[config.mk]
export PLATFORM = sky130hd
export DESIGN_NAME = hpc_port
export DESIGN_NICKNAME = d
export VERILOG_FILES = /design/src/hpc_pkg.sv /design/src/hpc_port.sv
export SDC_FILE = /design/constraint.sdc
export NUM_CORES = 1
export LEC_CHECK = 0
export ABC_AREA = 1
export ABC_CLOCK_PERIOD_IN_PS = 1620
export BUFFER_PORTS_ARGS = -buffer_cell sky130_fd_sc_hd__buf_2
export CORE_ASPECT_RATIO = 0.7
export CORE_MARGIN = 1
export CORE_UTILIZATION = 51
export DETAILED_ROUTE_END_ITERATION = 10
export PLACE_DENSITY_LB_ADDON = 0.05
export REMOVE_ABC_BUFFERS = 1
export SLEW_MARGIN = 20
export SYNTH_ARGS = -nofsm -noshare
export SYNTH_HDL_FRONTEND = slang
export SYNTH_SLANG_ARGS = --single-unit
[constraint.sdc]
create_clock -name sys_clk_in -period 1.62 [get_ports sys_clk_in]
set_clock_uncertainty 0.15 [all_clocks]
set_input_delay 0.324 -clock sys_clk_in [delete_from_list [all_inputs] [get_ports sys_clk_in]]
set_output_delay 0.324 -clock sys_clk_in [all_outputs]
set_load 0.05 [all_outputs]
[src/hpc_pkg.sv]
// host port configuration package: register map, field positions, reset values, carriers
// assumes a 24-bit core peripheral address and a 16-bit core data path
// Notes on behaviour
// in multiplexed mode, host address matching the base field raises internal select
// base field is bits 7..0 of the base register, reset value 80 hex
// base register bits 15..8 read zero; software writes only zero there
// port control register is read/write by the core and sets the port mode
// hardware reset and software reset clear every port control bit
// software changes polarity, strobe, mux, drain, enables only while port disabled
// software never sets those bits while enabled or in the enabling write
// bit 15 picks acknowledge polarity; acknowledge drives the vector onto host bus
// bit 14 picks single request output polarity while requests are enabled
// bit 14 likewise sets both transmit and receive request polarity in double mode
// bit 13 picks chip-select polarity: clear selects on low, set on high
// bit 12 clear: one data strobe serves both reads and writes
// bit 12 set: separate read strobe and write strobe
// port enable set makes block the host interface; clear leaves pins as GPIO
// mux bit set latches low address from the bus, else dedicated pins used
// self select compares host address bits 10..3 with base bits one to one
// select, acknowledge and request polarities act only while port is enabled
package hpc_pkg;
    localparam int ADDR_W = 24;
    localparam int DATA_W = 16;
    localparam int REG_ADDR_W = 3;
    localparam logic [ADDR_W-1:0] OFS_PORT_CTRL = 24'hFFFFC4;
    localparam logic [ADDR_W-1:0] OFS_BASE_ADDR = 24'hFFFFC5;
    localparam logic [DATA_W-1:0] PORT_CTRL_RST = 16'h0000;
    localparam logic [DATA_W-1:0] BASE_ADDR_RST = 16'h0080;
    // writable bits; reserved bits are stored and read as zero
    localparam logic [DATA_W-1:0] PORT_CTRL_MASK = 16'hFF7F;
    localparam logic [DATA_W-1:0] BASE_ADDR_MASK = 16'h00FF;
    localparam logic [DATA_W-1:0] READ_ZERO = 16'h0000;
    // port control fields
    localparam int B_ACK_POL = 15;
    localparam int B_REQ_POL = 14;
    localparam int B_SEL_POL = 13;
    localparam int B_DUAL_STB = 12;
    localparam int B_MUX = 11;
    localparam int B_ASTB_POL = 10;
    localparam int B_DSTB_POL = 9;
    localparam int B_REQ_OD = 8;
    localparam int B_PORT_EN = 6;
    localparam int B_ACK_EN = 5;
    localparam int B_REQ_EN = 4;
    // host address bits compared against the base field
    localparam int CMP_HI = 10;
    localparam int CMP_LO = 3;
    localparam int BASE_W = CMP_HI - CMP_LO + 1;

    // host-side pins, sampled together through one synchroniser
    typedef struct packed {
        logic [DATA_W-1:0] ad;
        logic [REG_ADDR_W-1:0] addr;
        logic cs;
        logic ack;
        logic astb;
        logic stb_a;
        logic stb_b;
    } hpc_pins_t;

    // request pin drive: level and enable
    typedef struct packed {
        logic lvl;
        logic oe;
    } hpc_drive_t;
endpackage : hpc_pkg

[src/hpc_port.sv]
// host port configuration and self chip-select logic
// assumes host pins are asynchronous; core-side strobes and request sources are on sys_clk_in
`timescale 1ns/1ps
module hpc_port
    import hpc_pkg::*;
(
    input wire logic sys_clk_in,
    input wire logic nrst_in,
    input wire logic sw_rst_in,
    input wire logic [ADDR_W-1:0] core_addr_in,
    input wire logic core_wr_in,
    input wire logic core_rd_in,
    input wire logic [DATA_W-1:0] core_wdata_in,
    output logic [DATA_W-1:0] core_rdata_out,
    input wire logic double_request_mode_in,
    input wire logic host_req_in,
    input wire logic tx_req_in,
    input wire logic rx_req_in,
    input wire logic [DATA_W-1:0] interrupt_vector_reg_in,
    input wire hpc_pins_t host_pins_in,
    output logic port_enable_out,
    output logic port_selected_out,
    output logic host_rd_out,
    output logic host_wr_out,
    output logic [REG_ADDR_W-1:0] host_reg_addr_out,
    output logic [DATA_W-1:0] host_data_out,
    output logic host_data_oe_out,
    output logic req0_pin_out,
    output logic req0_oe_out,
    output logic req1_pin_out,
    output logic req1_oe_out
);
    // pin polarity: a pin is active when its level equals the polarity bit
    function automatic logic active(input logic pin, input logic pol);
        return pin == pol;
    endfunction : active

    // request pin drive; open drain only ever pulls low
    function automatic hpc_drive_t req_drive(input logic req, input logic pol,
                                             input logic od, input logic en);
        hpc_drive_t d;
        d.lvl = req ? pol : ~pol;
        d.oe = en & (~od | ~d.lvl);
        return d;
    endfunction : req_drive

    logic [DATA_W-1:0] port_ctrl_r, port_ctrl_nxt;
    logic [DATA_W-1:0] base_addr_r, base_addr_nxt;
    logic [DATA_W-1:0] rdata_r, rdata_nxt;
    hpc_pins_t pins_meta_r, pins_r;
    logic [DATA_W-1:0] ad_latch_r, ad_latch_nxt;
    logic sel_r, sel_nxt;
    logic rd_r, rd_nxt;
    logic wr_r, wr_nxt;
    logic [REG_ADDR_W-1:0] reg_addr_r, reg_addr_nxt;
    logic [DATA_W-1:0] hdata_r, hdata_nxt;
    logic hdata_oe_r, hdata_oe_nxt;
    hpc_drive_t req0_r, req0_nxt, req1_r, req1_nxt;
    logic en, muxed, base_hit, pin_sel, ack_act, stb_rd, stb_wr, req_en;

    // two-flop synchroniser; the first stage feeds only the second
    always_ff @(posedge sys_clk_in or negedge nrst_in) begin
        if (!nrst_in) begin
            pins_meta_r <= '0;
            pins_r <= '0;
        end else begin
            pins_meta_r <= host_pins_in;
            pins_r <= pins_meta_r;
        end
    end

    // register file next values; software reset wins over a same-cycle write
    always_comb begin
        port_ctrl_nxt = port_ctrl_r;
        base_addr_nxt = base_addr_r;
        rdata_nxt = rdata_r;
        if (core_wr_in && core_addr_in == OFS_PORT_CTRL)
            port_ctrl_nxt = core_wdata_in & PORT_CTRL_MASK;
        if (core_wr_in && core_addr_in == OFS_BASE_ADDR)
            base_addr_nxt = core_wdata_in & BASE_ADDR_MASK;
        if (sw_rst_in) begin
            port_ctrl_nxt = PORT_CTRL_RST;
            base_addr_nxt = BASE_ADDR_RST;
        end
        if (core_rd_in) begin
            unique case (core_addr_in)
                OFS_PORT_CTRL: rdata_nxt = port_ctrl_r;
                OFS_BASE_ADDR: rdata_nxt = base_addr_r;
                default: rdata_nxt = READ_ZERO;
            endcase
        end
    end

    always_ff @(posedge sys_clk_in or negedge nrst_in) begin
        if (!nrst_in) begin
            port_ctrl_r <= PORT_CTRL_RST;
            base_addr_r <= BASE_ADDR_RST;
            rdata_r <= '0;
        end else begin
            port_ctrl_r <= port_ctrl_nxt;
            base_addr_r <= base_addr_nxt;
            rdata_r <= rdata_nxt;
        end
    end

    // decoded mode; every pin function except the register address is gated by the port enable
    assign en = port_ctrl_r[B_PORT_EN];
    assign muxed = port_ctrl_r[B_MUX];
    assign req_en = en & port_ctrl_r[B_REQ_EN];
    // one-to-one compare of host address bits against the base field
    assign base_hit = ad_latch_r[CMP_HI:CMP_LO] == base_addr_r[BASE_W-1:0];
    // muxed bus decodes its own select, otherwise the select pin counts
    assign pin_sel = muxed ? base_hit
                           : active(pins_r.cs, port_ctrl_r[B_SEL_POL]);
    // acknowledge only exists in single-request mode with both enables
    assign ack_act = req_en & port_ctrl_r[B_ACK_EN] & ~double_request_mode_in
                   & active(pins_r.ack, port_ctrl_r[B_ACK_POL]);
    // single mode: stb_a is the data strobe and stb_b high means read
    // dual mode: stb_a is the write strobe and stb_b the read strobe
    always_comb begin
        stb_rd = 1'b0;
        stb_wr = 1'b0;
        if (port_ctrl_r[B_DUAL_STB]) begin
            stb_wr = active(pins_r.stb_a, port_ctrl_r[B_DSTB_POL]);
            stb_rd = active(pins_r.stb_b, port_ctrl_r[B_DSTB_POL]);
        end else if (active(pins_r.stb_a, port_ctrl_r[B_DSTB_POL])) begin
            stb_rd = pins_r.stb_b;
            stb_wr = ~pins_r.stb_b;
        end
    end

    // host path next values
    always_comb begin
        ad_latch_nxt = ad_latch_r;
        // transparent while the address strobe is active, holds after it
        if (en && muxed && active(pins_r.astb, port_ctrl_r[B_ASTB_POL]))
            ad_latch_nxt = pins_r.ad;
        sel_nxt = en & pin_sel;
        rd_nxt = en & pin_sel & stb_rd;
        wr_nxt = en & pin_sel & stb_wr;
        reg_addr_nxt = muxed ? ad_latch_r[REG_ADDR_W-1:0] : pins_r.addr;
        hdata_oe_nxt = ack_act;
        hdata_nxt = ack_act ? interrupt_vector_reg_in : hdata_r;
        if (double_request_mode_in) begin
            req0_nxt = req_drive(tx_req_in, port_ctrl_r[B_REQ_POL],
                                 port_ctrl_r[B_REQ_OD], req_en);
            req1_nxt = req_drive(rx_req_in, port_ctrl_r[B_REQ_POL],
                                 port_ctrl_r[B_REQ_OD], req_en);
        end else begin
            req0_nxt = req_drive(host_req_in, port_ctrl_r[B_REQ_POL],
                                 port_ctrl_r[B_REQ_OD], req_en);
            req1_nxt = '0; // second pin is the acknowledge input here
        end
    end

    always_ff @(posedge sys_clk_in or negedge nrst_in) begin
        if (!nrst_in) begin
            ad_latch_r <= '0;
            sel_r <= 1'b0;
            rd_r <= 1'b0;
            wr_r <= 1'b0;
            reg_addr_r <= '0;
            hdata_r <= '0;
            hdata_oe_r <= 1'b0;
            req0_r <= '0;
            req1_r <= '0;
        end else begin
            ad_latch_r <= ad_latch_nxt;
            sel_r <= sel_nxt;
            rd_r <= rd_nxt;
            wr_r <= wr_nxt;
            reg_addr_r <= reg_addr_nxt;
            hdata_r <= hdata_nxt;
            hdata_oe_r <= hdata_oe_nxt;
            req0_r <= req0_nxt;
            req1_r <= req1_nxt;
        end
    end

    // outputs straight from flops
    assign core_rdata_out = rdata_r;
    assign port_enable_out = en;
    assign port_selected_out = sel_r;
    assign host_rd_out = rd_r;
    assign host_wr_out = wr_r;
    assign host_reg_addr_out = reg_addr_r;
    assign host_data_out = hdata_r;
    assign host_data_oe_out = hdata_oe_r;
    assign req0_pin_out = req0_r.lvl;
    assign req0_oe_out = req0_r.oe;
    assign req1_pin_out = req1_r.lvl;
    assign req1_oe_out = req1_r.oe;

    // checks on the register file and the host decode
    property p_base_reset;
        @(posedge sys_clk_in) disable iff (!nrst_in)
        sw_rst_in |=> base_addr_r == BASE_ADDR_RST && port_ctrl_r == PORT_CTRL_RST;
    endproperty
    a_base_reset: assert property (p_base_reset) else $error("soft reset value wrong");

    property p_base_reserved;
        @(posedge sys_clk_in) disable iff (!nrst_in)
        core_rd_in && core_addr_in == OFS_BASE_ADDR |=> rdata_r[DATA_W-1:BASE_W] == '0;
    endproperty
    a_base_reserved: assert property (p_base_reserved) else $error("reserved bits set");

    property p_ctrl_write;
        @(posedge sys_clk_in) disable iff (!nrst_in)
        core_wr_in && !sw_rst_in && core_addr_in == OFS_PORT_CTRL
            |=> port_ctrl_r == ($past(core_wdata_in) & PORT_CTRL_MASK);
    endproperty
    a_ctrl_write: assert property (p_ctrl_write) else $error("control write lost");

    property p_base_write;
        @(posedge sys_clk_in) disable iff (!nrst_in)
        core_wr_in && !sw_rst_in && core_addr_in == OFS_BASE_ADDR
            ##1 core_rd_in && !core_wr_in && !sw_rst_in && core_addr_in == OFS_BASE_ADDR
            |=> rdata_r == ($past(core_wdata_in, 2) & BASE_ADDR_MASK);
    endproperty
    a_base_write: assert property (p_base_write) else $error("base readback wrong");

    property p_self_select;
        @(posedge sys_clk_in) disable iff (!nrst_in)
        en && muxed && ad_latch_r[CMP_HI:CMP_LO] == base_addr_r[BASE_W-1:0] |=> sel_r;
    endproperty
    a_self_select: assert property (p_self_select) else $error("no self select");

    property p_disabled_quiet;
        @(posedge sys_clk_in) disable iff (!nrst_in)
        !en [*2] |-> !sel_r && !rd_r && !wr_r && !req0_r.oe && !hdata_oe_r;
    endproperty
    a_disabled_quiet: assert property (p_disabled_quiet) else $error("active while off");

    property p_pin_select;
        @(posedge sys_clk_in) disable iff (!nrst_in)
        en && !muxed |=> sel_r == ($past(pins_r.cs) == $past(port_ctrl_r[B_SEL_POL]));
    endproperty
    a_pin_select: assert property (p_pin_select) else $error("select polarity");

    property p_ack_vector;
        @(posedge sys_clk_in) disable iff (!nrst_in)
        ack_act |=> hdata_oe_r && hdata_r == $past(interrupt_vector_reg_in);
    endproperty
    a_ack_vector: assert property (p_ack_vector) else $error("vector not driven");

    property p_req_level;
        @(posedge sys_clk_in) disable iff (!nrst_in)
        req_en && !double_request_mode_in |=>
            req0_r.lvl == ($past(host_req_in) == $past(port_ctrl_r[B_REQ_POL]));
    endproperty
    a_req_level: assert property (p_req_level) else $error("request polarity");

    property p_dual_req;
        @(posedge sys_clk_in) disable iff (!nrst_in)
        req_en && double_request_mode_in |=>
            req1_r.lvl == ($past(rx_req_in) == $past(port_ctrl_r[B_REQ_POL]));
    endproperty
    a_dual_req: assert property (p_dual_req) else $error("receive request polarity");

    property p_single_strobe;
        @(posedge sys_clk_in) disable iff (!nrst_in)
        !port_ctrl_r[B_DUAL_STB] |=> !(rd_r && wr_r);
    endproperty
    a_single_strobe: assert property (p_single_strobe) else $error("both strobes");

    property p_dual_strobe;
        @(posedge sys_clk_in) disable iff (!nrst_in)
        en && pin_sel && port_ctrl_r[B_DUAL_STB] |=>
            rd_r == $past(pins_r.stb_b == port_ctrl_r[B_DSTB_POL]);
    endproperty
    a_dual_strobe: assert property (p_dual_strobe) else $error("read strobe");

    property p_mux_addr;
        @(posedge sys_clk_in) disable iff (!nrst_in)
        !muxed |=> reg_addr_r == $past(pins_r.addr);
    endproperty
    a_mux_addr: assert property (p_mux_addr) else $error("address source");

    // latch must not drift while the address strobe is idle, whatever the mode
    property p_latch_hold;
        @(posedge sys_clk_in) disable iff (!nrst_in)
        !active(pins_r.astb, port_ctrl_r[B_ASTB_POL]) |=> ad_latch_r == $past(ad_latch_r);
    endproperty
    a_latch_hold: assert property (p_latch_hold) else $error("latch not held");

    property p_single_dir;
        @(posedge sys_clk_in) disable iff (!nrst_in)
        en && pin_sel && !port_ctrl_r[B_DUAL_STB]
            && active(pins_r.stb_a, port_ctrl_r[B_DSTB_POL])
            |=> rd_r == $past(pins_r.stb_b) && wr_r == !$past(pins_r.stb_b);
    endproperty
    a_single_dir: assert property (p_single_dir) else $error("single strobe direction");

    property p_off_outputs;
        @(posedge sys_clk_in) disable iff (!nrst_in)
        !en |=> !sel_r && !hdata_oe_r && !req0_r.oe && !req1_r.oe;
    endproperty
    a_off_outputs: assert property (p_off_outputs) else $error("active while off");

    c_self_select: cover property (@(posedge sys_clk_in) disable iff (!nrst_in)
        en && muxed ##1 sel_r ##1 rd_r);
    c_ack: cover property (@(posedge sys_clk_in) disable iff (!nrst_in) hdata_oe_r);
    c_dual_write: cover property (@(posedge sys_clk_in) disable iff (!nrst_in)
        port_ctrl_r[B_DUAL_STB] && wr_r);
    c_double_req: cover property (@(posedge sys_clk_in) disable iff (!nrst_in)
        double_request_mode_in && req1_r.oe);
endmodule : hpc_port

* Yosys cells after proc, flatten, opt, wreduce, memory -nomap -nowiden
Index checks and enable logic that the tools add are counted.
** Operators by class
- Bitwise gates (word level) :: 20
- Mux-type cells :: 16
- Reductions and logical operators :: 6
- Equality and inequality tests :: 8
** Operators by type and width (number)
- 2-to-1 mux 16 bit :: 4
- equality test 24 bit (second input constant) :: 2
- one-hot mux 16 bit (2 select lines) :: 1
- bitwise AND 1 bit :: 10
- equality test 8 bit :: 1
- 2-to-1 mux 1 bit :: 8
- inverter 1 bit :: 7
- equality test 1 bit :: 5
- logical AND 1 bit :: 4
- 2-to-1 mux 2 bit :: 2
- nonzero test 2 bit :: 2
- 2-to-1 mux 3 bit :: 1
- OR 1 bit :: 3
** Storage, ports and cells
- Logic and storage cells :: 78
- Bits in registers :: 124
- Output and inout bits :: 44

* Logic depth before layout (Yosys ltp)
- Depth in word-level cells :: 6
- Depth in mapped cells :: 10

* Worst setup path after synthesis
OpenSTA, ideal clock, no wires.
- Path type :: register to register
- From :: reg port_ctrl_r[6]
- To :: reg hdata_r[10] (netlist: host_data_out[10])
- Arrival :: 1.331 ns
- Stages on the path, launching flop included :: 7
- Setup time :: 0.118 ns
- Clock period less this slack :: 1.599 ns
- Setup slack :: 0.021 ns
- Path through :: dfrtp_1 nand2_1 nor2_1 nand2_2 buf_2 nand2_1 nand2_1
** On the way
- Cells in the longest elaborated chain, start to end :: 4
** Ends and longest elaborated chain
- start, declared :: RTL line hpc_port.sv:47 : logic [DATA_W-1:0] port_ctrl_r, port_ctrl_nxt;
- start signal, assigned :: RTL line hpc_port.sv:100 : port_ctrl_r <= port_ctrl_nxt;
- bitwise AND 1 bit :: RTL line hpc_port.sv:109 : assign req_en = en & port_ctrl_r[B_REQ_EN];
- bitwise AND 1 bit (2 in series) :: RTL line hpc_port.sv:116 : assign ack_act = req_en & port_ctrl_r[B_ACK_EN] & ~double_request_mode_in
- bitwise AND 1 bit :: RTL line hpc_port.sv:117 : & active(pins_r.ack, port_ctrl_r[B_ACK_POL]);
- end signal, assigned :: RTL line hpc_port.sv:173 : hdata_r <= hdata_nxt;
- end, declared :: RTL line hpc_port.sv:56 : logic [DATA_W-1:0] hdata_r, hdata_nxt;
Every way passes these cells.
A chain may end at the register's enable or synchronous reset.

* Worst setup path in the final report
- From :: reg port_ctrl_r[6]
- To :: out port_enable_out
** RTL lines
- end, declared :: RTL line hpc_port.sv:21 : output logic port_enable_out,
No word-level cell between the ends.

==> results by group <==
Status
  – Status: completed

Worst setup path
  – Type of origin of the critical path: register
  – Reg-to-Reg Start: base_addr_r[7]
  – RR Endpoint: host_wr_out
  – Worst EP required: between 1000 and 1500 ps
  – Crit path DAT: 1100 ps
  – R2R Setup Slk: 230 ps
  – Max FO, Critical Path: 5
  – Crit Path Class: reg -> out
  – Worst R2R Path Depth: 7
  – Critical Path End Type: primary output

Global route
  – Vias in the first global route: roughly 3,500
  – GRT Overall Usage: between 20% and 30%
  – Pin count of the biggest net entering global routing: 33
  – Global route overflow: 0
  – First-pass GRT wire length: between 15 and 20 mm
  – Initial antenna violation count: 0

Final layout
  – Final core occ: approximately three quarters
  – Final Net Count: around 750
  – # diodes: 0
  – Layout cells sized above 1: about 27%
  – Commonest non-fill, non-tap cell in the layout: nand2_1
  – Finished Layout Cells: between 700 and 800
  – Area growth, synth to finish: 41.9%
  – Most frequent cells in the layout: 194 x nand2_1, 125 x buf_2, 114 x dfrtp_1, 45 x nand3_1
  – Fillers: 621

Synthesis
  – Synth area leaders: dfrtp_1 63%, nand2_1 16%, nand3_1 5.0%
  – Top cell type's share of synthesized area: 63.3%
  – Post-synthesis sequential area ratio: 63.9%
  – Mapped Cells: ~480
  – FF+latch count, synth: ~120
  – Synth area leader: dfrtp_1
  – Yosys warning total: 0
  – Distinct cells, synth: 27
  – Post-Syn Area: about 4500 um^2
  – Syn_area_per_cell: 9.33 um^2

Floorplan
  – Die width: between 100 and 150 um
  – Die Y: about 81 um
  – Site Rows: 28
  – Die area: 9220 um^2
  – Initial Util: a little over half
  – # IOs: 133
  – CORE AREA: 8510 um^2

CTS
  – Clock insertion delay at the later pin of the skew report: ~400 ps
  – H-tree levels: 4
  – CTS tree: done
  – Clock sinks: 115
  – TritonCTS Buffers: 17
  – Max clock buf depth: 2
  – Root buffer cell: clkbuf_16
  – Clock transition at path regs: 50 ps
  – Setup bufs post-CTS: 0

Drt
  – Final ANT Viol Nets: 0
  – DR vias: around 3,700
  – Total Routed Length: 9.79 mm
  – WL per Instance: 12.3 um
  – First drt pass iteration count: 4
  – First-iteration detailed-routing DRC count: around 140
  – # DRC: 0
  – Vias/cell: 4.71

STA
  – FMAX: roughly 0.63 GHz
  – # setup viols final: 0
  – Min cycle time layout: 1580 ps
  – Final setup TNS: 0 ps
  – Final count of pins violating max slew: 0
  – Slew @ Worst Pin: approximately 470 ps
  – RSZ-0062 raised after global routing: no
  – Slew HR: 68.4%
  – Fin crit share: 97.2%
  – Final hold viol count: 0

Min path
  – Worst hold endpoint: port_ctrl_r[9]
  – HP Start: core_wdata_in[9]
  – Type of the worst min-delay path: in -> reg
  – Hold depth: 3

Job
  – Max-Cap Viols: 0

Placement
  – Placed Instances: ~730
  – DP Wirelength: roughly 6.5 mm
  – Global placer's final weighted congestion: ~0.78
  – PortBufs: between 100 and 150

Pwr
  – Power density cells: 1170 nW/um^2
  – Max IR drop VDD: roughly 0.90 mV
  – Leakage power: about 3.5 nW
## power breakdown
part           switching (W)  internal, W  leakage [nW]
combinational       0.000195     0.000185          1.71
sequential         0.0000189      0.00294          1.50
clock                0.00119      0.00299         0.329
## critical path, cell delays in order, from the launching register on
cell	delay [ps]
dfrtp_1	390
buf_4	170
buf_6	150
## Yosys cell counts
cell / n
inv_1: 38
nor2_4: 1
buf_4: 1
buf_2: 7
a21oi_1: 1
dfstp_2: 1
or2_2: 2
nor2_2: 3
nand3_4: 1
dfrtp_1: 114
nor2_1: 23
o21ai_0: 18
clkinv_1: 1
nand3_2: 4
clkbuf_1: 3
xnor2_1: 10
inv_2: 3
o21ai_1: 1
buf_1: 2
buf_6: 2
clkinv_2: 1
o211ai_1: 1
xor2_1: 3
nand3_1: 45
o22ai_1: 1
nand2_2: 2
nand2_1: 194
## flip-flops by register name, indices dropped and copies added (netlist names), 3 cells and up
signal / cells
core_rdata_out: 16
host_data_out: 16
host_reg_addr_out: 3
pins_meta_r: 19
port_ctrl_r: 15
base_addr_r: 8
pins_r: 19
ad_latch_r: 11
## what timing repair did
| item | CTS | global route |
|---|---|---|
| hold endpoints to repair | 59 | 0 |
| hold buffers | 38 | 0 |
| gates resized for setup | 2 | 0 |
| endpoints found under the setup margin | 1 | 0 |
## through the flow
step / hold slack (ps) / instance area, um^2 / setup slack, ps / total power (W)
floorplan: -122 / 4420 / -48.6 / 0.00309
global placement: 128 / 5340 / 83.2 / 0.00330
detailed placement: 125 / 5340 / 51.3 / 0.00331
CTS: 0.495 / 6390 / 31.3 / 0.00756
global route: 18.3 / 6390 / 14.6 / 0.00777
finish: 13.3 / 6390 / 44.8 / 0.00751
## routing by layer
metal	wire, um	track usage (%)	part of all wire [%]	vias to the layer above
met3	561	7.25	5.7	18
met5	0	0	0	-
met4	170	8.05	1.7	0
li1	-	-	-	1855
met2	4540	36.5	46	123
met1	4520	30.8	46	1745
## worst max path at each step
| stage | cells past startpoint | slack (ps) | to | start |
|---|---|---|---|---|
| CTS | 2 | 30 | port_enable_out | port_ctrl_r[6] |
| global route | 2 | 10 | port_enable_out | port_ctrl_r[6] |
| detailed placement | 9 | 50 | base_addr_r[2] | core_addr_in[9] |
| finish | 2 | 40 | port_enable_out | port_ctrl_r[6] |
| global placement | 9 | 80 | base_addr_r[2] | core_addr_in[9] |
| floorplan | 3 | -50 | ad_latch_r[4] | port_ctrl_r[6] |
## cells by family after synthesis
| logic type | share of synthesized area, % |
|---|---|
| XOR/XNOR | 2.53 |
| buffers and inverters | 5.47 |
| flip-flops | 63.9 |
| AND/OR/NAND/NOR | 25.6 |
| AO/OA/AOI/OAI | 2.53 |
## final cells by class
| type | instances | area, um^2 | share of cell area, % |
|---|---|---|---|
| sequential | 115 | 2880 | 45.0 |
| multi-input combinational | 310 | 1380 | 21.6 |
| timing repair buffer | 175 | 1150 | 18.0 |
| clock buffer | 21 | 470 | 7.36 |
| clock inverter | 10 | 203 | 3.17 |
| inverter | 43 | 163 | 2.54 |
| tap | 120 | 150 | 2.35 |
(Power assumes the default switching activity.)
